$ cat config.mk
export PLATFORM = sky130hd
export DESIGN_NAME = urd_top
export DESIGN_NICKNAME = d
export VERILOG_FILES = /design/src/urd_pkg.sv /design/src/urd_top.sv
export SDC_FILE = /design/constraint.sdc
export NUM_CORES = 1
export LEC_CHECK = 0
export ABC_AREA = 1
export BUFFER_PORTS_ARGS = -buffer_cell sky130_fd_sc_hd__buf_2
export CAP_MARGIN = 20
export CORE_MARGIN = 3
export CORE_UTILIZATION = 54
export DETAILED_ROUTE_END_ITERATION = 10
export MAX_ROUTING_LAYER = met4
export PLACE_DENSITY = 0.79
export SLEW_MARGIN = 10
export SYNTH_ARGS = -nofsm -noshare
export SYNTH_HDL_FRONTEND = slang
export SYNTH_HIERARCHICAL = 1
export SYNTH_SLANG_ARGS = --single-unit
export TNS_END_PERCENT = 10
$ cat constraint.sdc
create_clock -name clk -period 8.7 [get_ports clk]
set_input_delay 0.87 -clock clk [delete_from_list [all_inputs] [get_ports clk]]
set_output_delay 0.87 -clock clk [all_outputs]
set_load 0.1 [all_outputs]
$ cat src/urd_pkg.sv
package urd_pkg;
  timeunit 1ns;
  timeprecision 100ps;

  // ---------------------------------------------------------------
  // register positions on the three address lines
  // ---------------------------------------------------------------
  localparam logic [2:0] ADR_DATA  = 3'h0;
  localparam logic [2:0] ADR_IEN   = 3'h1;
  localparam logic [2:0] ADR_FIFO  = 3'h2;
  localparam logic [2:0] ADR_LINE  = 3'h3;
  localparam logic [2:0] ADR_MODEM = 3'h4;
  localparam logic [2:0] ADR_LSTAT = 3'h5;
  localparam logic [2:0] ADR_MSTAT = 3'h6;
  localparam logic [2:0] ADR_SCR   = 3'h7;

  // ---------------------------------------------------------------
  // key values and control bit positions
  // ---------------------------------------------------------------
  localparam logic [7:0] BANK_KEY  = 8'hBF;
  localparam logic [7:0] DIV_ZERO  = 8'h00;
  localparam logic [7:0] REG_RST   = 8'h00;
  localparam logic [7:0] RD_NONE   = 8'h00;
  localparam int         DLAB_BIT  = 7;
  localparam int         ENH_BIT   = 4;
  localparam int         BANK_BIT  = 6;

  // ---------------------------------------------------------------
  // fifo control fields
  // ---------------------------------------------------------------
  localparam int         FCT_EN    = 0;
  localparam int         FCT_RXRST = 1;
  localparam int         FCT_TXRST = 2;
  localparam int         FCT_WAKE  = 3;
  localparam int         FCT_TXTRG = 4;
  localparam int         FCT_RXTRG = 6;
  localparam int         TRIG_W    = 2;

  // ---------------------------------------------------------------
  // interrupt enable bits and enhanced masks
  // ---------------------------------------------------------------
  localparam int         IE_RXDATA = 0;
  localparam int         IE_TXEMPT = 1;
  localparam int         IE_LSTAT  = 2;
  localparam int         IE_MSTAT  = 3;
  localparam int         IE_SLEEP  = 4;
  localparam int         IE_FSTOP  = 5;
  localparam int         IE_RTS    = 6;
  localparam int         IE_CTS    = 7;
  localparam logic [7:0] IE_BASE_M = 8'h0F;
  localparam logic [7:0] IS_BASE_M = 8'hCF;

  // ---------------------------------------------------------------
  // identity codes (values arbitrary) and idle level of the control pins
  // ---------------------------------------------------------------
  localparam logic [7:0] REV_DEF   = 8'hA5;
  localparam logic [7:0] ID_DEF    = 8'h5A;
  localparam logic [2:0] CTL_IDLE  = 3'h7;
endpackage : urd_pkg

$ cat src/urd_top.sv
module urd_sync #(
  parameter int            W    = 1,
  parameter logic [W-1:0]  INIT = '0
) (
  input  wire logic         clk,
  input  wire logic         rst_n,
  input  wire logic [W-1:0] din,
  output logic      [W-1:0] dout
);
  timeunit 1ns;
  timeprecision 100ps;
  logic [W-1:0] s1_q;
  logic [W-1:0] s2_q;
  logic [W-1:0] s3_q;
  // a bit counts only once two later stages agree
  wire  [W-1:0] agree = ~(s2_q ^ s3_q);

  always_ff @(posedge clk or negedge rst_n) begin
    if (!rst_n) begin
      s1_q <= INIT;
      s2_q <= INIT;
      s3_q <= INIT;
      dout <= INIT;
    end else begin
      s1_q <= din;
      s2_q <= s1_q;
      s3_q <= s2_q;
      dout <= (agree & s3_q) | (~agree & dout);
    end
  end
endmodule : urd_sync

module urd_top
#(
  parameter logic [7:0] REV_CODE = urd_pkg::REV_DEF,
  parameter logic [7:0] ID_CODE  = urd_pkg::ID_DEF
) (
  // clock and reset
  input  wire logic       clk,
  input  wire logic       rst_b,
  // host bus pins
  input  wire logic       cs_b,
  input  wire logic       rd_b,
  input  wire logic       wr_b,
  input  wire logic [2:0] addr,
  input  wire logic [7:0] data_in,
  output logic      [7:0] data_out,
  output logic            data_oe,
  // status from the uart core
  input  wire logic [7:0] rx_data,
  input  wire logic [7:0] int_status,
  input  wire logic [7:0] line_status,
  input  wire logic [7:0] modem_status,
  input  wire logic [7:0] fifo_level,
  // data movement strobes
  output logic [7:0]      tx_data,
  output logic            tx_push,
  output logic            rx_pop,
  // control towards the uart core
  output logic [7:0]      divisor_low,
  output logic [7:0]      divisor_high,
  output logic [7:0]      divisor_fraction,
  output logic [7:0]      interrupt_enable,
  output logic [7:0]      line_control,
  output logic [7:0]      modem_control,
  output logic            fifo_enable,
  output logic            rx_fifo_reset,
  output logic            tx_fifo_reset,
  output logic            wake_int_en,
  output logic [1:0]      tx_trigger,
  output logic [1:0]      rx_trigger,
  output logic [7:0]      ext_control,
  output logic [7:0]      enhanced_mode_select,
  output logic [7:0]      feature_control,
  output logic [7:0]      enhanced_function,
  output logic [7:0]      scratch_pad,
  output logic [7:0]      xon_one,
  output logic [7:0]      xon_two,
  output logic [7:0]      xoff_one,
  output logic [7:0]      xoff_two
);
  timeunit 1ns;
  timeprecision 100ps;
  import urd_pkg::*;

  // ---------------------------------------------------------------
  // reset release and pin synchronisers
  // ---------------------------------------------------------------
  logic rst_m_q;
  logic rst_n;
  always_ff @(posedge clk or negedge rst_b) begin
    if (!rst_b) begin
      rst_m_q <= 1'b0;
      rst_n   <= 1'b0;
    end else begin
      rst_m_q <= 1'b1;
      rst_n   <= rst_m_q;
    end
  end

  logic [2:0] ctl_s;
  logic [2:0] adr_s;
  logic [7:0] dat_s;
  urd_sync #(.W(3), .INIT(CTL_IDLE)) u_ctl (
    .clk(clk), .rst_n(rst_n), .din({cs_b, rd_b, wr_b}), .dout(ctl_s));
  urd_sync #(.W(3), .INIT(ADR_DATA)) u_adr (
    .clk(clk), .rst_n(rst_n), .din(addr), .dout(adr_s));
  urd_sync #(.W(8), .INIT(REG_RST)) u_dat (
    .clk(clk), .rst_n(rst_n), .din(data_in), .dout(dat_s));

  // ---------------------------------------------------------------
  // access strobes
  // ---------------------------------------------------------------
  // both strobes act at the trailing edge, so a read never changes
  // the data the host is still sampling
  wire rd_act = ~ctl_s[2] & ~ctl_s[1];
  wire wr_act = ~ctl_s[2] & ~ctl_s[0];
  logic       rd_act_q;
  logic       wr_act_q;
  logic [2:0] ra_q;
  logic [2:0] wa_q;
  logic [7:0] wd_q;
  wire  rd_go = rd_act_q & ~rd_act;
  wire  wr_go = wr_act_q & ~wr_act;

  // ---------------------------------------------------------------
  // bank decode
  // ---------------------------------------------------------------
  wire bank    = line_control == BANK_KEY;
  wire dlab    = line_control[DLAB_BIT];
  wire div_acc = dlab & ~bank;
  wire enh     = enhanced_function[ENH_BIT];
  wire div_nul = (divisor_low == DIV_ZERO) & (divisor_high == DIV_ZERO);
  wire sel_frac = div_acc & enh;
  wire sel_stat = (~dlab & enh) | (~bank & ~enh);
  wire lvl_bank = feature_control[BANK_BIT];

  wire w0 = wr_go & (wa_q == ADR_DATA);
  wire w1 = wr_go & (wa_q == ADR_IEN);
  wire w2 = wr_go & (wa_q == ADR_FIFO);
  wire w3 = wr_go & (wa_q == ADR_LINE);
  wire w4 = wr_go & (wa_q == ADR_MODEM);
  wire w5 = wr_go & (wa_q == ADR_LSTAT);
  wire w6 = wr_go & (wa_q == ADR_MSTAT);
  wire w7 = wr_go & (wa_q == ADR_SCR);

  wire wr_tx   = w0 & ~dlab;
  wire wr_fctl = w2 & ~bank & ~sel_frac & sel_stat;
  wire wr_ext  = w6 & ~bank & enh;
  wire [7:0] ie_mask = enh ? 8'hFF : IE_BASE_M;

  // ---------------------------------------------------------------
  // read selection
  // ---------------------------------------------------------------
  wire [7:0] is_rd = int_status & (enh ? 8'hFF : IS_BASE_M);
  wire [7:0] rd0 = bank ? fifo_level : div_acc ? (div_nul ? REV_CODE : divisor_low)
                 : rx_data;
  wire [7:0] rd1 = bank ? feature_control : div_acc ? (div_nul ? ID_CODE : divisor_high)
                 : interrupt_enable;
  wire [7:0] rd2 = bank ? enhanced_function : sel_frac ? divisor_fraction
                 : sel_stat ? is_rd : RD_NONE;
  wire [7:0] rd4 = bank ? xon_one : modem_control;
  wire [7:0] rd5 = bank ? xon_two : line_status;
  wire [7:0] rd6 = bank ? xoff_one : modem_status;
  wire [7:0] rd7 = bank ? xoff_two : lvl_bank ? fifo_level : scratch_pad;
  logic [7:0] rd_d;
  always_comb begin
    unique case (ra_q)
      ADR_DATA:  rd_d = rd0;
      ADR_IEN:   rd_d = rd1;
      ADR_FIFO:  rd_d = rd2;
      ADR_LINE:  rd_d = line_control;
      ADR_MODEM: rd_d = rd4;
      ADR_LSTAT: rd_d = rd5;
      ADR_MSTAT: rd_d = rd6;
      ADR_SCR:   rd_d = rd7;
    endcase
  end
  assign data_oe = rd_act;

  // ---------------------------------------------------------------
  // bus capture and strobes
  // ---------------------------------------------------------------
  always_ff @(posedge clk or negedge rst_n) begin
    if (!rst_n) begin
      rd_act_q      <= 1'b0;
      wr_act_q      <= 1'b0;
      ra_q          <= ADR_DATA;
      wa_q          <= ADR_DATA;
      wd_q          <= REG_RST;
      data_out      <= REG_RST;
      tx_data       <= REG_RST;
      tx_push       <= 1'b0;
      rx_pop        <= 1'b0;
      rx_fifo_reset <= 1'b0;
      tx_fifo_reset <= 1'b0;
    end else begin
      rd_act_q      <= rd_act;
      wr_act_q      <= wr_act;
      ra_q          <= adr_s;
      if (wr_act) begin
        wa_q <= adr_s;
        wd_q <= dat_s;
      end
      data_out      <= rd_d;
      // popping only on a real receive read, never on a bank read
      rx_pop        <= rd_go & (ra_q == ADR_DATA) & ~dlab;
      tx_push       <= wr_tx;
      if (wr_tx) tx_data <= wd_q;
      rx_fifo_reset <= wr_fctl & wd_q[FCT_RXRST];
      tx_fifo_reset <= wr_fctl & wd_q[FCT_TXRST];
    end
  end

  // ---------------------------------------------------------------
  // control registers
  // ---------------------------------------------------------------
  always_ff @(posedge clk or negedge rst_n) begin
    if (!rst_n) begin
      divisor_low          <= REG_RST;
      divisor_high         <= REG_RST;
      divisor_fraction     <= REG_RST;
      interrupt_enable     <= REG_RST;
      line_control         <= REG_RST;
      modem_control        <= REG_RST;
      fifo_enable          <= 1'b0;
      wake_int_en          <= 1'b0;
      tx_trigger           <= 2'h0;
      rx_trigger           <= 2'h0;
      ext_control          <= REG_RST;
      enhanced_mode_select <= REG_RST;
      feature_control      <= REG_RST;
      enhanced_function    <= REG_RST;
      scratch_pad          <= REG_RST;
      xon_one              <= REG_RST;
      xon_two              <= REG_RST;
      xoff_one             <= REG_RST;
      xoff_two             <= REG_RST;
    end else begin
      if (w0 & div_acc) divisor_low <= wd_q;
      if (w1 & div_acc) divisor_high <= wd_q;
      if (w2 & sel_frac & ~bank) divisor_fraction <= wd_q;
      // enhanced enable bits drop as soon as enhanced mode is left
      if (w1 & ~dlab) interrupt_enable <= wd_q & ie_mask;
      else interrupt_enable <= interrupt_enable & ie_mask;
      if (w3) line_control <= wd_q;
      if (w4 & ~bank) modem_control <= wd_q;
      if (wr_fctl) begin
        fifo_enable <= wd_q[FCT_EN];
        wake_int_en <= wd_q[FCT_WAKE];
        tx_trigger  <= wd_q[FCT_TXTRG +: TRIG_W];
        rx_trigger  <= wd_q[FCT_RXTRG +: TRIG_W];
      end
      if (wr_ext) ext_control <= wd_q;
      if (w7 & ~bank & lvl_bank) enhanced_mode_select <= wd_q;
      if (w7 & ~bank & ~lvl_bank) scratch_pad <= wd_q;
      if (w1 & bank) feature_control <= wd_q;
      if (w2 & bank) enhanced_function <= wd_q;
      if (w4 & bank) xon_one <= wd_q;
      if (w5 & bank) xon_two <= wd_q;
      if (w6 & bank) xoff_one <= wd_q;
      if (w7 & bank) xoff_two <= wd_q;
    end
  end
endmodule : urd_top

==> key figures, run 1 <==
Run status
  – Outcome: finished clean

Critical path
  – Critical path, cell by cell: buf_2
  – WP depth: 1
  – CP peak stage delay: approximately 0.8 ns
  – CP arrival: 1.89 ns
  – Delay-heaviest family, CP: flip-flops
  – Worst path bufs/invs: 1
  – CP max-delay cell: dfrtp_1
  – CP Launch Type: flip-flop
  – Critical path type: reg -> out
  – Required @ worst endpoint: 7.83 ns
  – CP Capture Type: primary output
  – Max FO, Critical Path: 24
  – R2R cell count: 5

STA
  – Max Transition Viols Final: 0
  – Endpoints failing setup: 0
  – Tmin final: 2.76 ns
  – Hold Vio Cnt, Final: 0
  – Final setup margin: between 5 and 6 ns
  – Sum Neg Setup Slack: 0 ns
  – Layout Skew: about 0.012 ns
  – FMAX: 362 MHz
  – Slew @ Worst Pin: 1.02 ns
  – Period utilization: approximately a third
  – Slew headroom: 32.1%
  – RSZ-0062 raised after global routing: no

Synth
  – Synthesized area per cell: approximately 9 µm²
  – Synth unique cells: 34
  – Sequential area share after synthesis: 60.0%
  – Ys Warns: 6
  – Synth area leaders: dfrtp_1, nand2_1, o21ai_0
  – Largest area contributor in the netlist: dfrtp_1
  – Synthesized instance count: 1033
  – Syn nets: 1089
  – Post-Syn Area: 9200 µm²
  – Top cell type's share of synthesized area: a little under three fifths
  – FF+latch count, synth: 220

Power and ir drop
  – Leakage power: 5.81 nW
  – Maximum VDD drop: roughly 0.36 mV
  – Pwr per Cell Area: roughly 350 nW/µm²

Global route
  – Total GRT Usage: a little under a third
  – Total gr overflow: 0
  – Global-route wire length before repair: 41900 µm
  – Number of global-route vias before repair: 7507
  – Met1 global-route usage: about two fifths
  – Antenna violations before repair: 0
  – M3 GR Usage: 4.85%
  – Met2 usage: 46.5%
  – Largest net degree at the start of global routing: 83
  – GR peak layer: met2

Cells and area
  – Antenna fix cells: 0
  – Share of cells above drive strength 1: 23.6%
  – Layout filler cell count: 1369
  – Synth-to-Final Area Change: 21.1%
  – Leading cell type in the layout, fill and taps excluded: nand2_1
  – Commonest non-fill, non-tap cells in the layout: nand2_1, dfrtp_1, buf_2
  – Fin area: 11100 µm²
  – Fin nets: between 1000 and 1500

Route
  – Via count: 8131
  – # DRC: 0
  – Drt first pass iters: 5
  – Via-to-Cell Ratio: 5.57
  – DRT iter0 DRCs: between 1000 and 1500
  – Routed len/inst: 19.1 µm
  – DRT Wirelength: about 28000 µm
  – DRT antenna net count: 0

Placed design
  – I/O Buffers: 202
  – DP Area: 10300 µm²
  – Post-placement setup slack: 6.17 ns
  – GPL Wtd Cong: 0.993
  – Final HPWL DP: between 15000 and 20000 µm

Clocking
  – H-tree Lvls: 1
  – Clk buf depth: 3
  – CTS resizes: 0
  – # hold bufs at CTS: 0
  – Cts bufs inserted: 23
  – CTS Sinks: between 200 and 250
  – Clock latency on the worst-skew pair: 0.52 ns
  – CTS Root Cell: clkbuf_16
  – Setup Buffers After CTS: 0
  – Clock transition at path regs: 0.06 ns
  – CTS tree: built

Job
  – Max-Cap Viols: 0

Die
  – Site Rows: 47
  – Die span in y: 137 µm
  – IO Pins: between 200 and 250
  – Die width: 137 µm
  – Starting Density: 55.3%
  – Die area: 18600 µm²
  – Core area: approximately 17000 µm²

Worst hold path
  – Type of the tightest min-delay check: in -> async
[synth_stat cells]
master and count:
a21boi_0 1, a21oi_1 30, a21oi_2 1, a22oi_1 4
buf_2 20, buf_4 2, buf_6 1, clkbuf_1 18
clkinv_1 3, conb_1 1, dfrtp_1 208, dfstp_2 12
inv_1 75, inv_2 3, inv_4 1, nand2_1 322
nand2_2 8, nand2_4 1, nand3_1 57, nand3_2 4
nand3_4 1, nand3b_1 6, nand4_1 6, nor2_1 51
nor2_2 5, nor2_4 4, nor3_1 1, nor3_2 2
nor3_4 3, nor4_1 1, o211ai_1 9, o21ai_0 122
o21ai_1 45, or2_2 5
[path summary, 6_finish.rpt]
check,start,to,slack [ns]
worst max-delay path,line_control[7]$_DFFE_PN0P_,line_control[7],5.94
worst min-delay path,rst_b,rst_n$_DFF_PN0_,0.12
worst max register to register,line_control[7]$_DFFE_PN0P_,ext_control[6]$_DFFE_PN0P_,6.01
worst min register to register,rst_n$_DFF_PN0_,u_dat/s3_q[0]$_DFF_PN0_,0.24
max in group asynchronous,rst_n$_DFF_PN0_,xoff_two[4]$_DFFE_PN0P_,6.95
min in group clk,u_dat/s1_q[4]$_DFF_PN0_,u_dat/s2_q[4]$_DFF_PN0_,0.34
[logic make-up (layout without fill, tap and decap cells)]
group / after synthesis / count (layout) / synth area share (%)
AND/OR/NAND/NOR: 477 / 477 / 22.5
buffers and inverters: 123 / 329 / 5.48
other: 1 / 1 / 0.0407
AO/OA/AOI/OAI: 212 / 212 / 12.0
flip-flops: 220 / 220 / 60.0
[power by group]
| part | switching (W) | internal (W) | total, W |
|---|---|---|---|
| clock network | 0.000407 | 0.000609 | 0.00102 |
| logic | 0.00130 | 0.000228 | 0.00153 |
| registers | 0.000158 | 0.00118 | 0.00134 |
[per-stage QoR]
stage / cells / hold WS [ns] / util (%) / total power, W
2_1_floorplan: 1033 / 0.331 / - / 0.00253
3_3_place_gp: 1417 / 0.333 / 62.0 / 0.00285
3_5_place_dp: 1417 / 0.335 / 62.0 / 0.00287
4_1_cts: 1458 / 0.111 / 66.8 / 0.00388
5_1_grt: 1459 / 0.107 / 67.0 / 0.00403
6_report: 1459 / 0.123 / 67.0 / 0.00389
[area by class of cell]
type / instances / area [µm²] / area share (%)
Sequential cell: 220 / 5520 / 49.6
Clock inverter: 10 / 159 / 1.43
Tap cell: 220 / 275 / 2.47
Multi-Input combinational cell: 690 / 3180 / 28.5
Inverter: 82 / 310 / 2.78
Timing Repair Buffer: 206 / 1060 / 9.52
Clock buffer: 31 / 636 / 5.70
[routing by layer]
layer	routed length [µm]	vias to the layer above
met5	0	-
met4	1190	0
met3	2480	87
met2	13000	494
met1	11200	3823
li1	-	3727
Note: power is estimated with default switching activity, not from simulation.
==> run 2: changes to the inputs <==
--- a/config.mk
+++ b/config.mk
@@ -9,10 +9,10 @@
 export BUFFER_PORTS_ARGS = -buffer_cell sky130_fd_sc_hd__buf_2
 export CAP_MARGIN = 20
 export CORE_MARGIN = 3
-export CORE_UTILIZATION = 54
+export CORE_UTILIZATION = 49
 export DETAILED_ROUTE_END_ITERATION = 10
 export MAX_ROUTING_LAYER = met4
-export PLACE_DENSITY = 0.79
+export PLACE_DENSITY = 0.76
 export SLEW_MARGIN = 10
 export SYNTH_ARGS = -nofsm -noshare
 export SYNTH_HDL_FRONTEND = slang
==> constraint.sdc (replaced) <==
create_clock -name clk -period 2.4 [get_ports clk]
set_input_delay 0.24 -clock clk [delete_from_list [all_inputs] [get_ports clk]]
set_output_delay 0.24 -clock clk [all_outputs]
set_load 0.1 [all_outputs]
==> key figures, run 2 (synthesis results as in run 1) <==
Clocking
  – CTS Root Cell: clkbuf_16
  – CTS tree: built
  – CTS resizes: 0 (unchanged)
  – # hold bufs at CTS: 15 (+15)
  – CTS Sinks: 220 (unchanged)
  – Cts bufs inserted: 23 (unchanged)
  – Clock transition at path regs: 0.06 ns (about the same)
  – H-tree Lvls: 1 (unchanged)
  – Clk buf depth: 3 (unchanged)
  – Setup Buffers After CTS: 0 (unchanged)
  – Clock latency on the worst-skew pair: 0.52 ns (about the same)

Placed design
  – Final HPWL DP: 21100 µm (+8.8%)
  – DP Area: 10500 µm² (+2.0%)
  – GPL Wtd Cong: 0.967 (-2.7%)
  – I/O Buffers: 202 (unchanged)
  – Post-placement setup slack: 0.358 ns (-5.82 ns)

STA
  – Final hold slack: 0.0213 ns (-0.102 ns)
  – Max Transition Viols Final: 0 (unchanged)
  – Slew headroom: 38.1% (+6.0 points)
  – Endpoints failing setup: 0 (unchanged)
  – Tmin final: 2.10 ns
  – Period utilization: 87.4%
  – RSZ-0062 raised after global routing: no
  – FMAX: 477 MHz
  – Sum Neg Setup Slack: 0 ns (unchanged)
  – Slew @ Worst Pin: 0.928 ns (-0.0901 ns)
  – Final setup margin: 0.302 ns (-5.64 ns)
  – Layout Skew: 0.0221 ns (+0.00987 ns)
  – Hold Vio Cnt, Final: 0 (unchanged)

Critical path
  – CP Launch Type: flip-flop
  – CP arrival: 2.49 ns (+0.60 ns)
  – RR Endpoint: data_out[6]$_DFF_PN0_
  – CP Capture Type: flip-flop
  – Required @ worst endpoint: 2.79 ns (-5.04 ns)
  – Critical path, cell by cell: nand2_1 > nor2_4 > buf_4 > nand3_1 > nand3_1 > nand2_1 > a21oi_1 > nand4_1
  – RR Startpoint: line_control[4]$_DFFE_PN0P_
  – Max FO, Critical Path: 12 (-50%)
  – CP Launch Point: line_control[4]$_DFFE_PN0P_
  – Critical path type: reg -> reg
  – R2R setup slack: 0.30 ns (-5.71 ns)
  – CP max-delay cell: dfrtp_1
  – Worst path bufs/invs: 1 (unchanged)
  – CP peak stage delay: 0.48 ns (-0.33 ns)
  – R2R cell count: 8 (+3)
  – Delay-heaviest family, CP: simple AND/OR/NAND/NOR gates

Route
  – DRT Wirelength: 29300 µm (+5.2%)
  – DRT antenna net count: 0 (unchanged)
  – Routed len/inst: 19.5 µm (+2.3%)
  – # DRC: 0 (unchanged)
  – Via-to-Cell Ratio: 5.44 (-2.3%)
  – Via count: 8170 (+0.48%)
  – Drt first pass iters: 5 (unchanged)
  – DRT iter0 DRCs: 742 (-26%)

Power and ir drop
  – Maximum VDD drop: 0.760 mV (+110%)
  – Pwr per Cell Area: 1220 nW/µm² (+250%)
  – Leakage power: 5.94 nW (+2.3%)

Die
  – IO Pins: 203 (unchanged)
  – Die width: 143 µm (+4.8%)
  – Die area: 20500 µm² (+9.7%)
  – Starting Density: 50.5% (-4.8 points)
  – Site Rows: 49 (+4.3%)
  – Die span in y: 143 µm (+4.8%)
  – Core area: 18200 µm² (+9.4%)

Cells and area
  – Fin nets: 1312 (+2.6%)
  – Commonest non-fill, non-tap cells in the layout: nand2_1, dfrtp_1, buf_2
  – Fin area: 11400 µm² (+2.2%)
  – Leading cell type in the layout, fill and taps excluded: nand2_1
  – Share of cells above drive strength 1: 24.2% (+0.58 points)
  – Synth-to-Final Area Change: 23.7%

Global route
  – Antenna violations before repair: 1 (+1)
  – Total GRT Usage: 29.5% (-0.95 points)
  – Largest net degree at the start of global routing: 52 (-37%)
  – Global-route wire length before repair: 45300 µm (+8.3%)
  – Number of global-route vias before repair: 7949 (+5.9%)
  – Total gr overflow: 0 (unchanged)

Worst hold path
  – Type of the tightest min-delay check: in -> reg
  – Startpoint of the worst hold path: fifo_level[6]
  – Endpoint, Worst Hold: data_out[6]$_DFF_PN0_
  – Hold Path Depth: 3

Job
  – Max-Cap Viols: 0 (unchanged)

Run status
  – Outcome: finished clean
-- run 2: layout make-up --
cell class | instances | area, µm²
Antenna cell | 1 | 2.50
Clock buffer | 34 | 657
Clock inverter | 6 | 48.8
Fill cell | 1578 | 6830
Inverter | 82 | 310
Multi-Input combinational cell | 690 | 3180
Sequential cell | 220 | 5520
Tap cell | 229 | 287
Timing Repair Buffer | 239 | 1380
-- run 2: metrics by stage --
step,std cells,util (%),power [W]
after floorplan,1033,-,0.00918
after global placement,1445,57.8,0.0105
after detailed placement,1445,57.8,0.0105
after CTS,1500,62.5,0.0139
after global routing,1501,62.5,0.0144
final,1501,62.5,0.0139
-- run 2: how the worst max path moves through the flow --
stage	to	slack, ns	cells after the start
3_5_place_dp	data_out[6]$_DFF_PN0_	0.36	8
6_report	data_out[6]$_DFF_PN0_	0.30	8
5_1_grt	data_out[0]$_DFF_PN0_	0.18	10
2_1_floorplan	data_out[3]$_DFF_PN0_	0.13	10
3_3_place_gp	data_out[1]$_DFF_PN0_	0.33	8
4_1_cts	data_out[6]$_DFF_PN0_	0.35	8
-- run 2: report_power, final --
part	switching, W	internal (W)
clock	0.00145	0.00191
combinational	0.00484	0.000904
sequential	0.000505	0.00427
total	0.00680	0.00708
-- run 2: routing by layer --
layer  wire [µm]  vias to the layer above  track usage, %  share of wire, %
li1            -                     3800               -                 -
met1       12000                     3880            38.8                41
met2       13900                      413            47.3                47
met3        2440                       77            4.89               8.3
met4        1030                        0            9.15               3.5
met5           0                        -               -                 0
-- run 2: worst min-delay path: stages --
cell	delay, ns
buf_2	0.09
o211ai_1	0.09
nand4_1	0.09
==> run 3: changes to the inputs <==
--- a/config.mk
+++ b/config.mk
@@ -8,7 +8,7 @@
 export ABC_AREA = 1
 export BUFFER_PORTS_ARGS = -buffer_cell sky130_fd_sc_hd__buf_2
 export CAP_MARGIN = 20
-export CORE_MARGIN = 3
+export CORE_MARGIN = 2
 export CORE_UTILIZATION = 49
 export DETAILED_ROUTE_END_ITERATION = 10
 export MAX_ROUTING_LAYER = met4
==> key figures, run 3 (synthesis results as in run 1) <==
Cells and area
  – Fin nets: 1312 (unchanged)
  – Synth-to-Final Area Change: 24.4%
  – Fin area: 11500 µm² (+0.60%)
  – Leading cell type in the layout, fill and taps excluded: nand2_1
  – Share of cells above drive strength 1: 24.6% (+0.35 points)
  – Commonest non-fill, non-tap cells in the layout: nand2_1, dfrtp_1, buf_2

Placed design
  – GPL Wtd Cong: 1.00 (+3.7%)
  – I/O Buffers: 202 (unchanged)
  – DP Area: 10500 µm² (-0.18%)
  – Final HPWL DP: 21200 µm (+0.58%)

Critical path
  – RR Startpoint: line_control[5]$_DFFE_PN0P_
  – Worst path bufs/invs: 1 (unchanged)
  – CP arrival: 2.50 ns (about the same)
  – CP Launch Type: flip-flop
  – CP Capture Type: flip-flop
  – Required @ worst endpoint: 2.74 ns (-0.05 ns)
  – Delay-heaviest family, CP: simple AND/OR/NAND/NOR gates
  – Critical path type: reg -> reg
  – CP max-delay cell: dfrtp_1
  – CP Launch Point: line_control[5]$_DFFE_PN0P_
  – Critical path, cell by cell: nand2_1 > nor2_4 > nand2_4 > buf_4 > nand2_1 > o21ai_0
  – Crit-path most repeated cell: nand2_1
  – CP peak stage delay: 0.40 ns (-0.08 ns)
  – Max FO, Critical Path: 23 (+11)

Route
  – DRT iter0 DRCs: 691 (-6.9%)
  – Routed len/inst: 19.5 µm (-0.17%)
  – DRT antenna net count: 0 (unchanged)
  – Drt first pass iters: 5 (unchanged)
  – # DRC: 0 (unchanged)
  – DRT Wirelength: 29400 µm (+0.29%)
  – Via count: 8147 (-0.28%)
  – Via-to-Cell Ratio: 5.40 (-0.74%)

Global route
  – Global-route wire length before repair: 44900 µm (-0.87%)
  – Number of global-route vias before repair: 7856 (-1.2%)
  – Antenna violations before repair: 1 (unchanged)
  – Total gr overflow: 0 (unchanged)
  – Total GRT Usage: 30.5% (+1.0 points)
  – Largest net degree at the start of global routing: 54 (+3.8%)

Clocking
  – H-tree Lvls: 1 (unchanged)
  – Cts bufs inserted: 23 (unchanged)
  – Setup Buffers After CTS: 0 (unchanged)
  – CTS Sinks: 220 (unchanged)
  – CTS tree: built
  – Clk buf depth: 3 (unchanged)
  – CTS Root Cell: clkbuf_16
  – Clock transition at path regs: 0.06 ns (about the same)
  – Clock latency on the worst-skew pair: 0.51 ns (about the same)

STA
  – FMAX: 464 MHz (-2.6%)
  – Hold Vio Cnt, Final: 0 (unchanged)
  – Tmin final: 2.15 ns (+0.0561 ns)
  – Sum Neg Setup Slack: 0 ns (unchanged)
  – RSZ-0062 raised after global routing: no
  – Period utilization: 89.8% (+2.3 points)
  – Endpoints failing setup: 0 (unchanged)
  – Slew headroom: 38.7% (+0.60 points)
  – Slew @ Worst Pin: 0.919 ns (-0.00903 ns)
  – Max Transition Viols Final: 0 (unchanged)
  – Layout Skew: 0.00986 ns (-0.0123 ns)

Die
  – Die area: 19900 µm² (-2.8%)
  – Starting Density: 49.5% (-1.0 points)
  – Core area: 18600 µm² (+2.0%)
  – IO Pins: 203 (unchanged)
  – Site Rows: 50 (+2.0%)
  – Die span in y: 141 µm (-1.4%)
  – Die width: 141 µm (-1.4%)

Power and ir drop
  – Leakage power: 5.97 nW (+0.58%)
  – Maximum VDD drop: 0.762 mV (+0.22%)
  – Pwr per Cell Area: 1230 nW/µm² (+0.96%)

Job
  – Max-Cap Viols: 0 (unchanged)

Run status
  – Outcome: finished clean

Worst hold path
  – Type of the tightest min-delay check: in -> async
run 3: metal layers:
metal  GRT usage [%]  wire length, µm  vias to the layer above
met2            49.3            14200                      377
li1                -                -                     3793
met3            4.18             2150                       76
met5               -                0                        -
met1            40.0            12000                     3901
met4            10.8             1110                        0
run 3: what timing repair did:
item	CTS	global route
hold buffers	15	0
endpoints found under the hold margin	16	0
resized for setup	0	0
run 3: worst paths after layout:
kind,endpoint,cells past startpoint,slack [ns]
max in group asynchronous,u_ctl/s3_q[2]$_DFF_PN1_,1,1.28
max reg2reg,modem_control[2]$_DFFE_PN0P_,6,0.25
max,modem_control[2]$_DFFE_PN0P_,6,0.25
min,rst_n$_DFF_PN0_,2,0.05
min in group clk,data_out[6]$_DFF_PN0_,3,0.06
min reg2reg,u_adr/s2_q[2]$_DFF_PN0_,0,0.35
run 3: area by class of cell:
type | count | area (µm²)
fillers | 1590 | 7130
flip-flops and latches | 220 | 5520
multi-input cells | 690 | 3180
repair buffers | 239 | 1350
clock buffers | 35 | 701
inverters | 82 | 310
well taps | 234 | 293
clock inverters | 7 | 92.6
diodes | 1 | 2.50
run 3: power breakdown:
group	switching (W)	internal, W
sequential	0.000506	0.00428
combinational	0.00479	0.000882
clock	0.00142	0.00223
total	0.00671	0.00739
run 3: metrics by stage:
stage                     total power [W]  setup WS [ns]  utilization (%)  instances  hold WS (ns)
after global placement             0.0104          0.364             56.5       1450        0.0287
final                              0.0141          0.246             61.6       1508        0.0506
after floorplan                   0.00918          0.127                -       1033       -0.0556
after CTS                          0.0142          0.302             61.6       1507        0.0186
after detailed placement           0.0105          0.318             56.5       1450        0.0274
after global routing               0.0147         0.0105             61.6       1508        0.0498
